## src/core/osz_pkg.sv

```systemverilog
package osz_pkg;
  // channel geometry
  localparam int unsigned NUM_CHAN = 8;
  localparam int unsigned DATA_W = 10;
  localparam int unsigned FRAME_W = 12;
  // framing bits around every payload word
  localparam logic START_BIT = 1'b1;
  localparam logic STOP_BIT = 1'b0;
  // six ones then six zeros, first bit sent is bit 0
  localparam logic [11:0] SYNC_FRAME = 12'h03f;
  // consecutive high samples of a sync request before the pattern starts
  localparam logic [2:0] SYNC_HOLD_CYCLES = 3'h4;
  // pll lock time in clock periods, and the allowed window
  localparam logic [9:0] LOCK_CYCLES = 10'h1ff;
  localparam logic [9:0] LOCK_MIN = 10'h1fe;
  localparam logic [9:0] LOCK_MAX = 10'h201;
  // self-test select code for all lanes, and pattern seed
  localparam logic [3:0] SEL_ALL = 4'h8;
  localparam logic [6:0] PRBS_SEED = 7'h7f;
  // register byte offsets
  localparam int unsigned ADDR_W = 8;
  localparam logic [7:0] REG_CTRL = 8'h00;
  localparam logic [7:0] REG_CHAN = 8'h04;
  localparam logic [7:0] REG_STAT = 8'h08;
  // register word field positions
  localparam int unsigned CTRL_DEN_BIT = 0;
  localparam int unsigned CTRL_MASTER_BIT = 1;
  localparam int unsigned CTRL_ACT_BIT = 2;
  localparam int unsigned CTRL_SEL_LSB = 4;
  localparam int unsigned CHAN_SYNC_LSB = 8;
  localparam int unsigned STAT_LOCK_BIT = 1;
  localparam int unsigned STAT_SYNC_LSB = 8;
  localparam int unsigned STAT_BIST_LSB = 16;
  localparam int unsigned STAT_OE_LSB = 24;
  // values after reset
  localparam logic [3:0] SEL_RST = 4'hf;
  localparam logic [7:0] SLEEP_N_RST = 8'hff;
  // bus answers
  localparam logic [1:0] RESP_OKAY = 2'h0;
  localparam logic [1:0] RESP_SLVERR = 2'h2;

  // one serial lane: drive enable and the 12-bit word sent this period
  typedef struct packed {
    logic oe;
    logic [11:0] frame;
  } osz_lane_t;

  // software control word
  typedef struct packed {
    logic output_drive_enable;
    logic master_n;
    logic act;
    logic [3:0] sel;
  } osz_ctrl_t;

  // shared pll state
  typedef enum logic [2:0] {
    PLL_OFF = 3'b001,
    PLL_LOCKING = 3'b010,
    PLL_LOCKED = 3'b100
  } osz_pll_t;
endpackage : osz_pkg

```

## src/core/osz_channel.sv

```systemverilog
module osz_channel #(
  parameter logic [6:0] SEED = 7'h7f
) (
  input wire logic aclk,
  input wire logic aresetn,
  input wire logic ch_run,
  input wire logic drive_en,
  input wire logic sync_req,
  input wire logic bist_en,
  input wire logic [9:0] par_in,
  output osz_pkg::osz_lane_t lane
);
  logic [2:0] sync_cnt_ff; // consecutive high samples of sync_req
  logic [6:0] prbs_ff; // pattern generator state
  logic [16:0] prbs_nxt; // next state and ten pattern bits
  logic sync_now; // this edge sends the sync pattern
  osz_pkg::osz_lane_t lane_ff;

  // ten prbs7 steps per period, bit 0 produced first
  function automatic logic [16:0] prbs_step(input logic [6:0] s);
    logic [6:0] st;
    logic [9:0] b;
    st = s;
    b = '0;
    for (int i = 0; i < 10; i++) begin
      b[i] = st[6] ^ st[5];
      st = {st[5:0], b[i]};
    end
    return {st, b};
  endfunction : prbs_step

  assign prbs_nxt = prbs_step(prbs_ff);

  always_ff @(posedge aclk) begin
    if (!aresetn || !ch_run || !sync_req) begin
      sync_cnt_ff <= '0;
    end else if (sync_cnt_ff != osz_pkg::SYNC_HOLD_CYCLES) begin
      sync_cnt_ff <= sync_cnt_ff + 3'h1;
    end
  end

  assign sync_now = ch_run && sync_req && (sync_cnt_ff >= (osz_pkg::SYNC_HOLD_CYCLES - 3'h1));

  always_ff @(posedge aclk) begin
    if (!aresetn) begin
      prbs_ff <= SEED;
    end else if (bist_en && ch_run) begin
      prbs_ff <= prbs_nxt[16:10];
    end
  end

  // word picked at the rising edge; test over sync over data
  always_ff @(posedge aclk) begin
    if (!aresetn) begin
      lane_ff.frame <= '0;
    end else if (bist_en) begin
      lane_ff.frame <= {osz_pkg::STOP_BIT, prbs_nxt[9:0], osz_pkg::START_BIT};
    end else if (sync_now) begin
      lane_ff.frame <= osz_pkg::SYNC_FRAME;
    end else begin
      lane_ff.frame <= {osz_pkg::STOP_BIT, par_in, osz_pkg::START_BIT};
    end
  end

  always_ff @(posedge aclk) begin
    if (!aresetn) begin
      lane_ff.oe <= 1'b0;
    end else begin
      lane_ff.oe <= ch_run && drive_en;
    end
  end

  assign lane = lane_ff;

  a_sync_entry: assert property (
    @(posedge aclk) disable iff (!aresetn)
    (ch_run && sync_req && !bist_en)[*4] |=> (lane_ff.frame == osz_pkg::SYNC_FRAME))
    else $error("sync pattern not sent after four request cycles");
  a_data_frame: assert property (
    @(posedge aclk) disable iff (!aresetn)
    (!sync_req && !bist_en) |=>
      (lane_ff.frame == {osz_pkg::STOP_BIT, $past(par_in), osz_pkg::START_BIT}))
    else $error("data word not framed as start, data, stop");
  a_chan_sleep: assert property (
    @(posedge aclk) disable iff (!aresetn)
    !ch_run |=> !lane_ff.oe)
    else $error("sleeping channel still drives");
  a_prbs_word: assert property (
    @(posedge aclk) disable iff (!aresetn)
    (bist_en && ch_run)[*2] |=> (lane_ff.frame[10:1] != $past(lane_ff.frame[10:1], 1))
      && (lane_ff.frame[0] == osz_pkg::START_BIT))
    else $error("self-test word repeated or lost its start bit");
endmodule : osz_channel

```

## src/core/osz_octal_serializer.sv

```systemverilog
module osz_octal_serializer #(
  parameter int unsigned NUM_CHAN = osz_pkg::NUM_CHAN
) (
  input wire logic aclk,
  input wire logic aresetn,
  // axi4-lite slave
  input wire logic [osz_pkg::ADDR_W-1:0] s_axi_awaddr,
  input wire logic s_axi_awvalid,
  output logic s_axi_awready,
  input wire logic [31:0] s_axi_wdata,
  input wire logic [3:0] s_axi_wstrb,
  input wire logic s_axi_wvalid,
  output logic s_axi_wready,
  output logic [1:0] s_axi_bresp,
  output logic s_axi_bvalid,
  input wire logic s_axi_bready,
  input wire logic [osz_pkg::ADDR_W-1:0] s_axi_araddr,
  input wire logic s_axi_arvalid,
  output logic s_axi_arready,
  output logic [31:0] s_axi_rdata,
  output logic [1:0] s_axi_rresp,
  output logic s_axi_rvalid,
  input wire logic s_axi_rready,
  // device pins
  input wire logic supply_ok,
  input wire logic [NUM_CHAN-1:0] chan_sync_request,
  input wire logic [NUM_CHAN-1:0][9:0] chan_parallel_in,
  output osz_pkg::osz_lane_t [NUM_CHAN-1:0] serial_out_pair
);
  ////////////////////////////////////////////////////////////////////////////
  // elaboration check
  generate
    if (NUM_CHAN < 1 || NUM_CHAN > 8) begin : g_bad_num
      $error("NUM_CHAN must be 1 to 8");
    end
  endgenerate

  ////////////////////////////////////////////////////////////////////////////
  // pin synchronisers, two flops before any use
  logic supply_meta_ff; // first stage, read only by next stage
  logic supply_ok_ff; // usable supply level
  logic [NUM_CHAN-1:0] sync_meta_ff; // first stage of sync pins
  logic [NUM_CHAN-1:0] sync_pin_ff; // usable sync pin levels

  always_ff @(posedge aclk) begin
    if (!aresetn) begin
      supply_meta_ff <= 1'b0;
      supply_ok_ff <= 1'b0;
    end else begin
      supply_meta_ff <= supply_ok;
      supply_ok_ff <= supply_meta_ff;
    end
  end

  // receiver lock feedback may arrive here asynchronously
  always_ff @(posedge aclk) begin
    if (!aresetn) begin
      sync_meta_ff <= '0;
      sync_pin_ff <= '0;
    end else begin
      sync_meta_ff <= chan_sync_request;
      sync_pin_ff <= sync_meta_ff;
    end
  end

  ////////////////////////////////////////////////////////////////////////////
  // control registers
  osz_pkg::osz_ctrl_t ctrl_ff; // drive enable, master wake, self-test
  logic [NUM_CHAN-1:0] chan_sleep_n_ff; // per-channel wake
  logic [NUM_CHAN-1:0] sync_reg_ff; // software sync requests
  logic [31:0] ctrl_word; // control register as read
  logic [31:0] chan_word; // channel register as read
  logic [31:0] stat_word; // status register as read
  logic [31:0] ctrl_merged; // control word with the write's byte lanes applied
  logic [31:0] chan_merged; // channel word with the write's byte lanes applied

  // write side state
  logic aw_held_ff;
  logic w_held_ff;
  logic [osz_pkg::ADDR_W-1:0] awaddr_ff;
  logic [31:0] wdata_ff;
  logic [3:0] wstrb_ff;
  logic awready_ff;
  logic wready_ff;
  logic bvalid_ff;
  logic [1:0] bresp_ff;
  logic do_write; // both halves present, response slot free
  logic nxt_aw_held;
  logic nxt_w_held;
  logic nxt_bvalid;

  // read side state
  logic arready_ff;
  logic rvalid_ff;
  logic [31:0] rdata_ff;
  logic [1:0] rresp_ff;

  // byte-lane merge of a write
  function automatic logic [31:0] merge(input logic [31:0] old_v, input logic [31:0] new_v,
                                        input logic [3:0] strb);
    logic [31:0] r;
    r = old_v;
    for (int i = 0; i < 4; i++) begin
      if (strb[i]) begin
        r[i*8 +: 8] = new_v[i*8 +: 8];
      end
    end
    return r;
  endfunction : merge

  ////////////////////////////////////////////////////////////////////////////
  // shared pll and lock sequencing
  osz_pkg::osz_pll_t pll_ff; // pll state
  logic [9:0] lock_cnt_ff; // periods spent locking
  logic awake; // supply good and master not sleeping
  logic pll_locked; // lanes may run

  assign awake = supply_ok_ff && ctrl_ff.master_n;
  assign pll_locked = (pll_ff == osz_pkg::PLL_LOCKED);

  // lock sequence restarts on every wake
  always_ff @(posedge aclk) begin
    if (!aresetn) begin
      pll_ff <= osz_pkg::PLL_OFF;
      lock_cnt_ff <= '0;
    end else begin
      unique case (pll_ff)
        osz_pkg::PLL_OFF: begin
          // stays off until power and master wake
          lock_cnt_ff <= '0;
          if (awake) begin
            pll_ff <= osz_pkg::PLL_LOCKING;
          end
        end
        osz_pkg::PLL_LOCKING: begin
          lock_cnt_ff <= lock_cnt_ff + 10'h001;
          if (!awake) begin
            pll_ff <= osz_pkg::PLL_OFF;
          end else if (lock_cnt_ff == osz_pkg::LOCK_CYCLES - 10'h001) begin
            pll_ff <= osz_pkg::PLL_LOCKED;
          end
        end
        osz_pkg::PLL_LOCKED: begin
          // sleep or supply loss drops lock at once
          if (!awake) begin
            pll_ff <= osz_pkg::PLL_OFF;
          end
        end
        default: begin
          // illegal code recovers through off
          pll_ff <= osz_pkg::PLL_OFF;
        end
      endcase
    end
  end

  ////////////////////////////////////////////////////////////////////////////
  // self-test channel selection
  logic [NUM_CHAN-1:0] bist_mask; // channels sending prbs

  always_comb begin
    bist_mask = '0;
    if (ctrl_ff.act) begin
      if (ctrl_ff.sel == osz_pkg::SEL_ALL) begin
        bist_mask = '1;
      end else if (!ctrl_ff.sel[3] && ({1'b0, ctrl_ff.sel[2:0]} < 4'(NUM_CHAN))) begin
        bist_mask[ctrl_ff.sel[2:0]] = 1'b1;
      end
    end
  end

  ////////////////////////////////////////////////////////////////////////////
  // channels
  logic [NUM_CHAN-1:0] ch_run; // per-channel awake and locked
  logic [NUM_CHAN-1:0] ch_sync; // merged sync request
  logic [NUM_CHAN-1:0] ch_sync_mode; // lane currently in sync pattern
  osz_pkg::osz_lane_t [NUM_CHAN-1:0] lanes;

  genvar gc;
  generate
    for (gc = 0; gc < NUM_CHAN; gc++) begin : g_chan
      // channel runs after lock when its own wake is set
      assign ch_run[gc] = pll_locked && chan_sleep_n_ff[gc];
      assign ch_sync[gc] = sync_reg_ff[gc] || sync_pin_ff[gc];
      assign ch_sync_mode[gc] = (lanes[gc].frame == osz_pkg::SYNC_FRAME);
      osz_channel #(
        .SEED(osz_pkg::PRBS_SEED)
      ) u_chan (
        .aclk(aclk),
        .aresetn(aresetn),
        .ch_run(ch_run[gc]),
        .drive_en(ctrl_ff.output_drive_enable),
        .sync_req(ch_sync[gc]),
        .bist_en(bist_mask[gc]),
        .par_in(chan_parallel_in[gc]),
        .lane(lanes[gc])
      );
    end
  endgenerate

  assign serial_out_pair = lanes;

  ////////////////////////////////////////////////////////////////////////////
  // register views
  assign ctrl_word = {24'h000000, ctrl_ff.sel, 1'b0, ctrl_ff.act, ctrl_ff.master_n,
                      ctrl_ff.output_drive_enable};
  assign chan_word = {16'h0000, 8'(sync_reg_ff), 8'(chan_sleep_n_ff)};

  // status shows lock, sync, test and drive per channel
  always_comb begin
    stat_word = '0;
    stat_word[0] = supply_ok_ff;
    stat_word[osz_pkg::STAT_LOCK_BIT] = pll_locked;
    stat_word[osz_pkg::STAT_SYNC_LSB +: 8] = 8'(ch_sync_mode);
    stat_word[osz_pkg::STAT_BIST_LSB +: 8] = 8'(bist_mask);
    for (int i = 0; i < NUM_CHAN; i++) begin
      stat_word[osz_pkg::STAT_OE_LSB + i] = lanes[i].oe;
    end
  end

  ////////////////////////////////////////////////////////////////////////////
  // write channel: address and data taken in either order
  assign do_write = aw_held_ff && w_held_ff && !bvalid_ff;
  // a function result cannot be bit-selected, so merge into words first
  assign ctrl_merged = merge(ctrl_word, wdata_ff, wstrb_ff);
  assign chan_merged = merge(chan_word, wdata_ff, wstrb_ff);

  always_comb begin
    nxt_aw_held = aw_held_ff;
    nxt_w_held = w_held_ff;
    nxt_bvalid = bvalid_ff;
    if (s_axi_awvalid && awready_ff) begin
      nxt_aw_held = 1'b1;
    end
    if (s_axi_wvalid && wready_ff) begin
      nxt_w_held = 1'b1;
    end
    if (bvalid_ff && s_axi_bready) begin
      nxt_bvalid = 1'b0;
    end
    if (do_write) begin
      nxt_aw_held = 1'b0;
      nxt_w_held = 1'b0;
      nxt_bvalid = 1'b1;
    end
  end

  // capture halves, ready drops while a half is held
  always_ff @(posedge aclk) begin
    if (!aresetn) begin
      aw_held_ff <= 1'b0;
      w_held_ff <= 1'b0;
      awaddr_ff <= '0;
      wdata_ff <= '0;
      wstrb_ff <= '0;
      awready_ff <= 1'b0;
      wready_ff <= 1'b0;
      bvalid_ff <= 1'b0;
    end else begin
      aw_held_ff <= nxt_aw_held;
      w_held_ff <= nxt_w_held;
      bvalid_ff <= nxt_bvalid;
      awready_ff <= !nxt_aw_held && !nxt_bvalid;
      wready_ff <= !nxt_w_held && !nxt_bvalid;
      if (s_axi_awvalid && awready_ff) begin
        awaddr_ff <= s_axi_awaddr;
      end
      if (s_axi_wvalid && wready_ff) begin
        wdata_ff <= s_axi_wdata;
        wstrb_ff <= s_axi_wstrb;
      end
    end
  end

  // register update; status is read-only and ignores writes
  always_ff @(posedge aclk) begin
    if (!aresetn) begin
      ctrl_ff <= '{output_drive_enable: 1'b0, master_n: 1'b1, act: 1'b0, sel: osz_pkg::SEL_RST};
      chan_sleep_n_ff <= NUM_CHAN'(osz_pkg::SLEEP_N_RST);
      sync_reg_ff <= '0;
      bresp_ff <= osz_pkg::RESP_OKAY;
    end else if (do_write) begin
      bresp_ff <= osz_pkg::RESP_OKAY;
      unique case (awaddr_ff)
        osz_pkg::REG_CTRL: begin
          // drive enable only gates outputs; other state is untouched
          ctrl_ff.output_drive_enable <= ctrl_merged[osz_pkg::CTRL_DEN_BIT];
          ctrl_ff.master_n <= ctrl_merged[osz_pkg::CTRL_MASTER_BIT];
          ctrl_ff.act <= ctrl_merged[osz_pkg::CTRL_ACT_BIT];
          ctrl_ff.sel <= ctrl_merged[osz_pkg::CTRL_SEL_LSB +: 4];
        end
        osz_pkg::REG_CHAN: begin
          chan_sleep_n_ff <= NUM_CHAN'(chan_merged);
          sync_reg_ff <= NUM_CHAN'(chan_merged >> osz_pkg::CHAN_SYNC_LSB);
        end
        osz_pkg::REG_STAT: begin
          bresp_ff <= osz_pkg::RESP_OKAY;
        end
        default: begin
          // unmapped address
          bresp_ff <= osz_pkg::RESP_SLVERR;
        end
      endcase
    end
  end

  ////////////////////////////////////////////////////////////////////////////
  // read channel: one read at a time, data registered
  always_ff @(posedge aclk) begin
    if (!aresetn) begin
      arready_ff <= 1'b0;
      rvalid_ff <= 1'b0;
      rdata_ff <= '0;
      rresp_ff <= osz_pkg::RESP_OKAY;
    end else if (s_axi_arvalid && arready_ff) begin
      arready_ff <= 1'b0;
      rvalid_ff <= 1'b1;
      rresp_ff <= osz_pkg::RESP_OKAY;
      unique case (s_axi_araddr)
        osz_pkg::REG_CTRL: rdata_ff <= ctrl_word;
        osz_pkg::REG_CHAN: rdata_ff <= chan_word;
        osz_pkg::REG_STAT: rdata_ff <= stat_word;
        default: begin
          rdata_ff <= '0;
          rresp_ff <= osz_pkg::RESP_SLVERR;
        end
      endcase
    end else if (rvalid_ff && s_axi_rready) begin
      rvalid_ff <= 1'b0;
      arready_ff <= 1'b1;
    end else if (!rvalid_ff) begin
      arready_ff <= 1'b1;
    end
  end

  assign s_axi_awready = awready_ff;
  assign s_axi_wready = wready_ff;
  assign s_axi_bvalid = bvalid_ff;
  assign s_axi_bresp = bresp_ff;
  assign s_axi_arready = arready_ff;
  assign s_axi_rvalid = rvalid_ff;
  assign s_axi_rdata = rdata_ff;
  assign s_axi_rresp = rresp_ff;

  ////////////////////////////////////////////////////////////////////////////
  // checks
  logic [9:0] awake_age_ff; // periods since wake, saturating

  always_ff @(posedge aclk) begin
    if (!aresetn || !awake) begin
      awake_age_ff <= '0;
    end else if (awake_age_ff != 10'h3ff) begin
      awake_age_ff <= awake_age_ff + 10'h001;
    end
  end

  a_lock_window: assert property (
    @(posedge aclk) disable iff (!aresetn)
    $rose(pll_locked) |-> (awake_age_ff >= osz_pkg::LOCK_MIN && awake_age_ff <= osz_pkg::LOCK_MAX))
    else $error("pll lock outside allowed window");
  a_den_tristate: assert property (
    @(posedge aclk) disable iff (!aresetn)
    !ctrl_ff.output_drive_enable |=> (stat_word[osz_pkg::STAT_OE_LSB +: 8] == 8'h00))
    else $error("lane driven while drive enable low");
  a_sleep_tristate: assert property (
    @(posedge aclk) disable iff (!aresetn)
    !ctrl_ff.master_n |=> !pll_locked ##1 (stat_word[osz_pkg::STAT_OE_LSB +: 8] == 8'h00))
    else $error("master sleep left pll running or lanes driven");
  a_supply_gate: assert property (
    @(posedge aclk) disable iff (!aresetn)
    !supply_ok_ff |=> (pll_ff == osz_pkg::PLL_OFF))
    else $error("pll left off state without good supply");
  a_bist_single: assert property (
    @(posedge aclk) disable iff (!aresetn)
    (ctrl_ff.act && !ctrl_ff.sel[3]) |-> ($countones(bist_mask) <= 1))
    else $error("single-channel test selected several lanes");
  a_bist_none: assert property (
    @(posedge aclk) disable iff (!aresetn)
    (ctrl_ff.sel > osz_pkg::SEL_ALL || !ctrl_ff.act) |-> (bist_mask == '0))
    else $error("self-test active for a no-test select");
  a_data_gate: assert property (
    @(posedge aclk) disable iff (!aresetn)
    (ctrl_ff.output_drive_enable && ch_run[0]) |=> lanes[0].oe)
    else $error("enabled running lane not driven");
endmodule : osz_octal_serializer

```

## config.mk

```make
export PLATFORM = sky130hd
export DESIGN_NAME = osz_octal_serializer
export DESIGN_NICKNAME = d
export VERILOG_FILES = /design/src/core/osz_pkg.sv /design/src/core/osz_channel.sv /design/src/core/osz_octal_serializer.sv
export SDC_FILE = /design/constraint.sdc
export NUM_CORES = 1
export LEC_CHECK = 0
export BUFFER_PORTS_ARGS = -buffer_cell sky130_fd_sc_hd__buf_2
export CORE_UTILIZATION = 57
export DETAILED_ROUTE_END_ITERATION = 8
export PLACE_DENSITY_LB_ADDON = 0.1
export SYNTH_ARGS = -nofsm -noshare
export SYNTH_HDL_FRONTEND = slang
export SYNTH_SLANG_ARGS = --single-unit
```

## constraint.sdc

```tcl
create_clock -name aclk -period 4.1 [get_ports aclk]
set_input_delay 0.615 -clock aclk [delete_from_list [all_inputs] [get_ports aclk]]
set_output_delay 0.615 -clock aclk [all_outputs]
set_load 0.01 [all_outputs]
```

==> results by group, run 1 <==
Floorplanning
  – I/O pins: 293
  – DIE HEIGHT: 146.4 um
  – Rows: 52
  – Die X: 146.4 um
  – Die area: 0.02143 mm2
  – Core Footprint: 0.02036 mm2
  – Effective utilization at floorplan: 58.35%

Critical path
  – Setup slack, reg-to-reg: 1.65 ns
  – Reg2reg start: pll_ff[2]
  – Setup Crit Path Kind: register to register
  – CP startpoint: pll_ff[2]
  – R2r worst-path depth: 4
  – Worst r2r dst: g_chan[0].u_chan.sync_cnt_ff[1]
  – Crit path DAT: 2.91 ns
  – CP delay by family, top: simple AND/OR/NAND/NOR gates
  – CP Launch Type: register
  – Setup crit end kind: register
  – Worst setup path endpoint: g_chan[0].u_chan.sync_cnt_ff[1]
  – Critical path, cell by cell: nor3b_4, and2_0, o211ai_1, a21oi_1
  – WP data required: 4.55 ns
  – Crit path depth: 4
  – Slowest Stage Delay on Critical Path: 0.78 ns
  – CP Max Fanout: 16
  – Worst Path Buf+Inv: 0
  – Slowest CP cell: and2_0

Clock tree
  – CTS Hold Bufs: 0
  – Max H-tree Level: 1
  – CTS clk-pin slew, worst paths: 0.06 ns
  – CTS tree: yes
  – Clock Tree Buf Depth: 3
  – Clk sink count: 290
  – Root Buffer Master: clkbuf_16
  – Post-CTS setup repair buffer count: 0
  – Post-CTS Resized: 0
  – CTS Buf Count: 29
  – Clk_lat worst skew: 0.55 ns

Timing
  – Setup violators final: 0
  – Final Cycle Share: 59.79%
  – Worst Skew: 0.02052 ns
  – RSZ-0062 raised after global routing: false
  – Final Critical Period: 2.452 ns
  – Final TNS setup: 0 ns
  – Final Hold Fails: 0
  – Hold Slack: 0.2723 ns
  – Slew Limit Fails: 0
  – Relative slew slack: 27.17%
  – Fmax: 0.4079 GHz
  – Final WS setup: 1.648 ns
  – Actual slew at the worst max-slew pin: 1.091 ns

Finish
  – Syn-to-layout area delta: 20.10%
  – Share of cells above drive strength 1: 25.61%
  – Post-layout util: 70.08%
  – Nets: 1632
  – Fillcell total: 1625
  – Register area: 0.005806 mm2
  – Area of the multi-input gates: 0.005573 mm2

Placement
  – Routability cong.: 0.8576
  – Hpwl dp: 22350 um
  – I/O Buffers: 264
  – Setup WS pre-CTS: 1.471 ns

Global route
  – Largest net degree at the start of global routing: 60
  – Total GRT Usage: 28.03%
  – First-pass GRT wire length: 48110 um
  – Congestion Overflow GR: 0
  – Antenna violations before repair: 1
  – Vias in the first global route: 9115

Logic synthesis
  – Mapped Area: 0.01188 mm2
  – Library cells used by synthesis: 62
  – Seq/Total Area, Yosys: 48.86%
  – Synth top area share: 48.86%
  – Primary FF master, synth: dfxtp_1
  – Number of flops mapped to enable cells by yosys: 0
  – Post-Synthesis Cells: 1239
  – Syn avg cell area: 9.591 um2
  – Ys async rst share: 0%
  – Synth Warn #: 0
  – Yosys top cell by area: dfxtp_1
  – Ranking of synthesized cells by area: dfxtp_1, nand2_1, mux2i_1, xnor2_1, o211ai_1
  – Top post-synthesis cells by count: dfxtp_1, nand2_1, a21oi_1
  – FF+latch count, synth: 290
  – Most common cell in the netlist: dfxtp_1

Detailed routing
  – DRC: 0
  – Via count: 9719
  – Vias/cell: 5.551
  – WL/cell: 17.41 um
  – Routed Antenna Nets: 0
  – DR iter-0 viols: 417
  – Final wirelength: 30480 um
  – First-pass DRT Iterations: 5

Outcome
  – Status: complete, no violations

Power
  – Maximum VDD drop: 0.0003847 V
  – Design Power: 6.126 mW
  – Leakage: 6.354 nW
  – PwrDens: 429.3 mW/mm2

Hold path
  – Worst Hold Class: input pin to register

Run
  – Maximum capacitance violations: 0
-- cell type report --
class | instances | share of cell area, %
diodes | 1 | 0.01753
clock buffers | 34 | 5.567
clock inverters | 19 | 1.885
inverters | 28 | 0.7365
multi-input cells | 837 | 39.05
flip-flops and latches | 290 | 40.68
well taps | 270 | 2.367
repair buffers | 272 | 9.697
-- worst register-to-register path, stage by stage (launching register included) --
cell and delay [ns]:
dfxtp_1 0.41, nor3b_4 0.61, and2_0 0.79, o211ai_1 0.32, a21oi_1 0.22
-- state kept, by name (all words and copies together) (netlist names), 10 cells and up --
register,cells
wdata_ff,16
lock_cnt_ff,10
g_chan.u_chan.prbs_ff,56
g_chan.u_chan.lane,89
g_chan.u_chan.sync_cnt_ff,24
s_axi_rdata,32
-- where the power goes --
part           leakage (nW)  internal (mW)  switching [mW]  total, mW
Sequential             2.37           2.89          0.0397       2.93
Clock                 0.511           1.77            1.11       2.88
Combinational          3.47          0.140           0.180      0.320
Total                  6.35           4.79            1.33       6.13
-- worst min path at each step --
stage | start | end | slack (ns) | depth (start not counted)
after floorplan | supply_meta_ff | supply_ok_ff | 0.41 | 1
after global placement | sync_meta_ff[4] | sync_pin_ff[4] | 0.41 | 1
after detailed placement | sync_meta_ff[1] | sync_pin_ff[1] | 0.42 | 1
after CTS | chan_sync_request[7] | sync_meta_ff[7] | 0.26 | 2
after global routing | supply_ok | supply_meta_ff | 0.26 | 2
final | chan_sync_request[7] | sync_meta_ff[7] | 0.27 | 2
-- cells by family (layout without fill, tap and decap cells) --
group,count (synthesis),in the layout,share of synthesized area [%]
multiplexers,47,47,3.980
adder cells (fa/ha/maj),26,26,2.738
AO/OA/AOI/OAI,267,267,16.64
XOR/XNOR,92,92,6.781
flip-flops,290,290,48.86
buffers and inverters,121,353,4.549
AND/OR/NAND/NOR,395,395,16.43
other,1,11,0.03156
-- stage by stage --
step | area (um2) | std cells
2_1_floorplan | 11920 | 1248
3_3_place_gp | 13210 | 1697
3_5_place_dp | 13210 | 1697
4_1_cts | 14270 | 1750
5_1_grt | 14270 | 1751
6_report | 14270 | 1751
-- layout by cell type, fill, tap and decap left out, types with 10 or more instances in the layout --
| cell type | instances |
|---|---|
| a21oi_1 | 59 |
| and2_1 | 24 |
| and3_1 | 11 |
| buf_2 | 263 |
| clkbuf_16 | 29 |
| conb_1 | 10 |
| dfxtp_1 | 290 |
| ha_1 | 26 |
| inv_1 | 27 |
| mux2i_1 | 45 |
| nand2_1 | 213 |
| nand2b_1 | 10 |
| nand3_1 | 15 |
| nand3b_1 | 10 |
| nand4_1 | 13 |
| nor2_1 | 37 |
| nor4_1 | 13 |
| o211ai_1 | 56 |
| o21ai_0 | 21 |
| o221a_2 | 32 |
| o22ai_1 | 23 |
| o32ai_1 | 17 |
| xnor2_1 | 51 |
| xor2_1 | 41 |
-- routing by layer --
metal | up-vias | part of all wire [%] | GRT usage (%)
li1 | 4833 | - | -
met1 | 4548 | 44 | 35.65
met2 | 294 | 50 | 49.60
met3 | 44 | 4.3 | 3.719
met4 | 0 | 2.3 | 7.969
met5 | - | 0 | 0
(Power assumes the default switching activity.)
==> run 2, diff against run 1 <==
ABC_AREA = 1   (was default)
CORE_UTILIZATION = 49   (was 57)
clock period = 2.04 ns   (was 4.1 ns; I/O delays follow)
==> results by group, run 2 <==
Detailed routing
  – Vias/cell: 4.917
  – Final wirelength: 33370 um
  – DR iter-0 viols: 660
  – First-pass DRT Iterations: 6
  – Routed Antenna Nets: 0
  – DRC: 0
  – WL/cell: 13.91 um
  – Via count: 11790

Timing
  – Final TNS setup: 0 ns
  – Slew Limit Fails: 0
  – Worst Skew: 0.01184 ns
  – Final WS setup: 0.3895 ns
  – Final Critical Period: 1.650 ns
  – Setup violators final: 0
  – Fmax: 0.6059 GHz
  – Relative slew slack: 61.37%
  – Final Cycle Share: 80.91%
  – RSZ-0062 raised after global routing: false
  – Actual slew at the worst max-slew pin: 0.5751 ns
  – Final Hold Fails: 0

Clock tree
  – CTS tree: yes
  – Clock Tree Buf Depth: 3
  – Clk sink count: 290
  – CTS Buf Count: 30
  – Root Buffer Master: clkbuf_16
  – CTS Hold Bufs: 40
  – CTS clk-pin slew, worst paths: 0.06 ns
  – Clk_lat worst skew: 0.56 ns
  – Post-CTS setup repair buffer count: 0
  – Max H-tree Level: 1
  – Post-CTS Resized: 0

Finish
  – # diodes: 0
  – Fin area: 0.01601 mm2
  – Max FFs per register: 89
  – Share of cells above drive strength 1: 20.21%
  – Nets: 2215
  – Syn-to-layout area delta: 22.67%
  – Commonest non-fill, non-tap cell in the layout: nand2_1
  – Commonest cells after routing, fill and taps aside: nand2_1, dfxtp_1, buf_2

Outcome
  – Status: complete, no violations

Logic synthesis
  – Post-Synthesis Cells: 1747
  – Number of flops mapped to enable cells by yosys: 0
  – Most common cell in the netlist: nand2_1
  – Ys async rst share: 0%
  – Synth Warn #: 0
  – Seq/Total Area, Yosys: 44.49%
  – Ranking of synthesized cells by area: dfxtp_1, nand2_1, nand3_1, inv_1, nor2_1
  – Synth top area share: 44.49%
  – FF+latch count, synth: 290
  – Library cells used by synthesis: 38
  – Syn avg cell area: 7.470 um2
  – Top post-synthesis cells by count: nand2_1, dfxtp_1, nand3_1
  – Yosys top cell by area: dfxtp_1
  – Primary FF master, synth: dfxtp_1
  – Mapped Area: 0.01305 mm2

Hold path
  – Worst Hold Class: input pin to register

Run
  – Maximum capacitance violations: 0

Critical path
  – Crit path DAT: 1.34 ns
  – CP Launch Type: register
  – WP data required: 1.73 ns
  – CP Max Fanout: 15
  – Setup Crit Path Kind: register to output pin
  – Setup crit end kind: output pin

Global route
  – Antenna violations before repair: 0
  – Largest net degree at the start of global routing: 72
  – Total GRT Usage: 24.00%
  – First-pass GRT wire length: 52760 um
  – Vias in the first global route: 10680
  – Congestion Overflow GR: 0

Power
  – Int Pwr: 9.493 mW
  – PwrDens: 768.6 mW/mm2
  – NetSw: 2.811 mW
  – Clock Power Share: 45.5%
  – Maximum VDD drop: 0.0006011 V
  – Sw Share: 22.85%
  – Leakage: 8.335 nW
  – Combinational share of power: 6.6%
  – Register share of total power: 47.9%
  – Design Power: 12.30 mW

Floorplanning
  – I/O pins: 293
  – DIE HEIGHT: 165.2 um
  – Rows: 59
  – Die area: 0.02729 mm2
  – Die X: 165.2 um
  – Effective utilization at floorplan: 50.08%
  – Core Footprint: 0.02606 mm2

Placement
  – Placed instance area: 0.01458 mm2
  – Routability cong.: 0.8825
  – Hpwl dp: 24510 um
  – I/O Buffers: 264
  – Setup WS pre-CTS: 0.3686 ns
run 2: metal layers:
layer  part of all wire [%]  wire length, um  vias to the layer above  GRT usage (%)
met5                      0                0                        -              0
met4                    2.0              652                        0          5.963
met3                    5.0             1666                       47          3.047
met2                     45            14990                      306          39.16
met1                     48            16060                     5305          33.40
li1                       -                -                     6132              -
run 2: layout make-up:
type,count,area (um2)
Inverter,190,713.2
Clock buffer,41,893.4
Sequential cell,290,5806
Clock inverter,13,135.1
Multi-Input combinational cell,1203,6123
Tap cell,335,419.2
Fill cell,2433,10050
Timing Repair Buffer,326,1918
run 2: critical path, cell delays in order (launching register included):
cell,delay [ns]
dfxtp_1,0.33
buf_4,0.26
buf_2,0.18
run 2: power by group through the flow:
stage	Combinational, mW	Sequential [mW]	Clock, mW
after floorplan	0.394	6.06	0
after global placement	0.743	6.02	0
after detailed placement	0.751	6.02	0
after CTS	0.814	5.90	5.68
after global routing	0.910	5.91	5.90
final	0.811	5.90	5.59
run 2: path summary, 6_finish.rpt:
kind                                               start                       end  slack (ns)  depth (start not counted)
worst min register to register           sync_meta_ff[1]            sync_pin_ff[1]        0.41                          2
worst min-delay path                chan_parallel_in[17]  g_chan[1].u_chan.lane[8]        0.01                          3
worst max-delay path            g_chan[5].u_chan.lane[0]       serial_out_pair[78]        0.39                          2
worst max register to register             s_axi_arready            s_axi_rdata[8]        0.41                          7
run 2: stage by stage:
step | std cells | hold slack (ns) | util [%]
after floorplan | 1756 | 0.3337 | -
after global placement | 2304 | 0.3963 | 55.95
after detailed placement | 2304 | 0.3961 | 55.95
after CTS | 2398 | 0.0002487 | 61.43
after global routing | 2398 | 0.01017 | 61.43
final | 2398 | 0.01094 | 61.43
run 2: logic make-up (layout without fill, tap and decap cells):
| group | Yosys count | count (layout) | share of synthesized area (%) |
|---|---|---|---|
| compound gates | 198 | 198 | 8.035 |
| other cells | 1 | 10 | 0.02874 |
| flops | 290 | 290 | 44.49 |
| simple gates | 899 | 899 | 31.39 |
| xor+xnor | 70 | 70 | 4.698 |
| buf+inv | 263 | 570 | 8.869 |
| fa+ha+maj | 26 | 26 | 2.493 |
==> run 3, diff against run 2 <==
CORE_UTILIZATION = 54   (was 49)
clock period = 1.7 ns   (was 2.04 ns; I/O delays follow)
==> results by group, run 3 (synthesis results as in run 2) <==
Outcome
  – Status: complete, no violations

Placement
  – Placed cell count: 2300
  – I/O Buffers: 264
  – Setup WS pre-CTS: 0.05389 ns
  – Hpwl dp: 23690 um
  – Routability cong.: 0.8866

Clock tree
  – Root Buffer Master: clkbuf_16
  – Clk sink count: 290
  – CTS tree: yes
  – CTS clk-pin slew, worst paths: 0.06 ns
  – Max H-tree Level: 1
  – Clock Tree Buf Depth: 3
  – Clk_lat worst skew: 0.55 ns
  – CTS Buf Count: 30

Timing
  – RSZ-0062 raised after global routing: true
  – Actual slew at the worst max-slew pin: 0.5018 ns
  – Final Cycle Share: 92.50%
  – Final Hold Fails: 0
  – Final Critical Period: 1.573 ns
  – Final WS setup: 0.1275 ns
  – Slew Limit Fails: 0
  – Worst Skew: 0.01228 ns
  – Fmax: 0.6359 GHz
  – Hold Slack: 0.01134 ns
  – Setup violators final: 0
  – Relative slew slack: 66.55%

Detailed routing
  – Via count: 12210
  – Final wirelength: 34240 um
  – Routed Antenna Nets: 0
  – WL/cell: 13.95 um
  – DRC: 0
  – Vias/cell: 4.976
  – DR iter-0 viols: 662
  – First-pass DRT Iterations: 5

Critical path
  – Setup slack, reg-to-reg: 0.13 ns
  – Slowest CP cell: dfxtp_1
  – Slowest Stage Delay on Critical Path: 0.32 ns
  – CP Launch Type: register
  – Crit path DAT: 1.98 ns
  – Setup Crit Path Kind: register to register
  – CP Max Fanout: 9
  – Worst Path Buf+Inv: 3
  – Reg2reg start: pll_ff[1]
  – CP delay by family, top: simple AND/OR/NAND/NOR gates
  – Critical Path Most Common Cell: inv_2
  – WP data required: 2.11 ns
  – Critical path, cell by cell: inv_2, nand3_4, nor2_1, inv_2, nor2_8, inv_2, nand2_1, nand3_1
  – CP startpoint: pll_ff[1]
  – Worst r2r dst: g_chan[7].u_chan.prbs_ff[1]
  – R2r worst-path depth: 8
  – Setup crit end kind: register

Global route
  – Antenna violations before repair: 0
  – Congestion Overflow GR: 0
  – Largest net degree at the start of global routing: 83
  – First-pass GRT wire length: 53920 um
  – Vias in the first global route: 11170
  – Total GRT Usage: 27.22%

Floorplanning
  – Core Footprint: 0.02361 mm2
  – Rows: 56
  – DIE HEIGHT: 157.5 um
  – I/O pins: 293
  – Effective utilization at floorplan: 55.27%
  – Die X: 157.5 um
  – Die area: 0.02479 mm2

Finish
  – # diodes: 0
  – Syn-to-layout area delta: 28.49%
  – Commonest non-fill, non-tap cell in the layout: nand2_1
  – Share of cells above drive strength 1: 20.33%
  – Max FFs per register: 89
  – Commonest cells after routing, fill and taps aside: nand2_1, dfxtp_1, buf_2
  – Layout Cells excl Fill: 2454
  – Nets: 2286

Power
  – Leakage: 8.693 nW
  – Design Power: 15.40 mW
  – Maximum VDD drop: 0.0008253 V
  – PwrDens: 918.5 mW/mm2

Hold path
  – Worst hold stages: 4
  – HP Start: chan_parallel_in[53]
  – Hold Path Sink: g_chan[5].u_chan.lane[4]
  – Worst Hold Class: input pin to register

Run
  – Maximum capacitance violations: 0
run 3: cell count changes in the layout (fill, tap and decap cells not counted), moves of 2 or more:
cell,previous run,this run
nor2_1,165,161
dlygate4sd3_1,40,99
clkbuf_1,2,4
clkinv_2,4,8
bufinv_16,2,7
clkinvlp_4,5,1
nor2_2,5,9
clkbuf_8,8,3
buf_4,20,31
clkinv_4,2,0
run 3: layout make-up:
cell class / instances / area (um2)
clock inverters: 17 / 266.5
flip-flops and latches: 290 / 5806
clock buffers: 38 / 832.0
inverters: 190 / 713.2
repair buffers: 397 / 2611
fillers: 1992 / 6844
well taps: 319 / 399.1
multi-input cells: 1203 / 6141
run 3: how the worst max path moves through the flow:
| stage | endpoint | depth (start not counted) |
|---|---|---|
| after global routing | g_chan[7].u_chan.prbs_ff[1] | 8 |
| after detailed placement | s_axi_rdata[5] | 8 |
| final | g_chan[7].u_chan.prbs_ff[1] | 8 |
| after CTS | g_chan[6].u_chan.lane[9] | 6 |
| after global placement | s_axi_rdata[4] | 8 |
| after floorplan | g_chan[3].u_chan.lane[3] | 8 |
run 3: report_power, final:
part,internal (mW),switching (mW)
clock network,4.51,2.71
logic,0.532,0.567
registers,6.98,0.0962
run 3: routing by layer:
metal,vias to the layer above,share of wire [%],GRT usage [%],wire (um)
li1,6273,-,-,-
met2,396,46,45.45,15620
met5,-,0,0,0
met4,0,2.6,8.969,901
met3,65,6.0,3.772,2045
met1,5476,46,36.11,15670
run 3: stage by stage:
| step | instance area, um2 | setup TNS (ns) | util [%] |
|---|---|---|---|
| after global placement | 14660 | 0 | 62.09 |
| final | 16770 | 0 | 71.02 |
| after CTS | 16750 | 0 | 70.94 |
| after global routing | 16770 | -0.008528 | 71.02 |
| after floorplan | 13080 | 0 | - |
| after detailed placement | 14660 | 0 | 62.09 |
run 3: repair_timing:
action / in CTS / in global routing
hold endpoints to repair: 101 / 0
resized for setup: 0 / 6
buffers inserted: 0 / 0
hold buffers: 99 / 0
setup endpoints to repair: 0 / 25
run 3: worst min-delay path, cell delays in order:
cell and delay [ns]:
buf_2 0.07, nand3b_1 0.09, nand3_1 0.06, inv_1 0.06
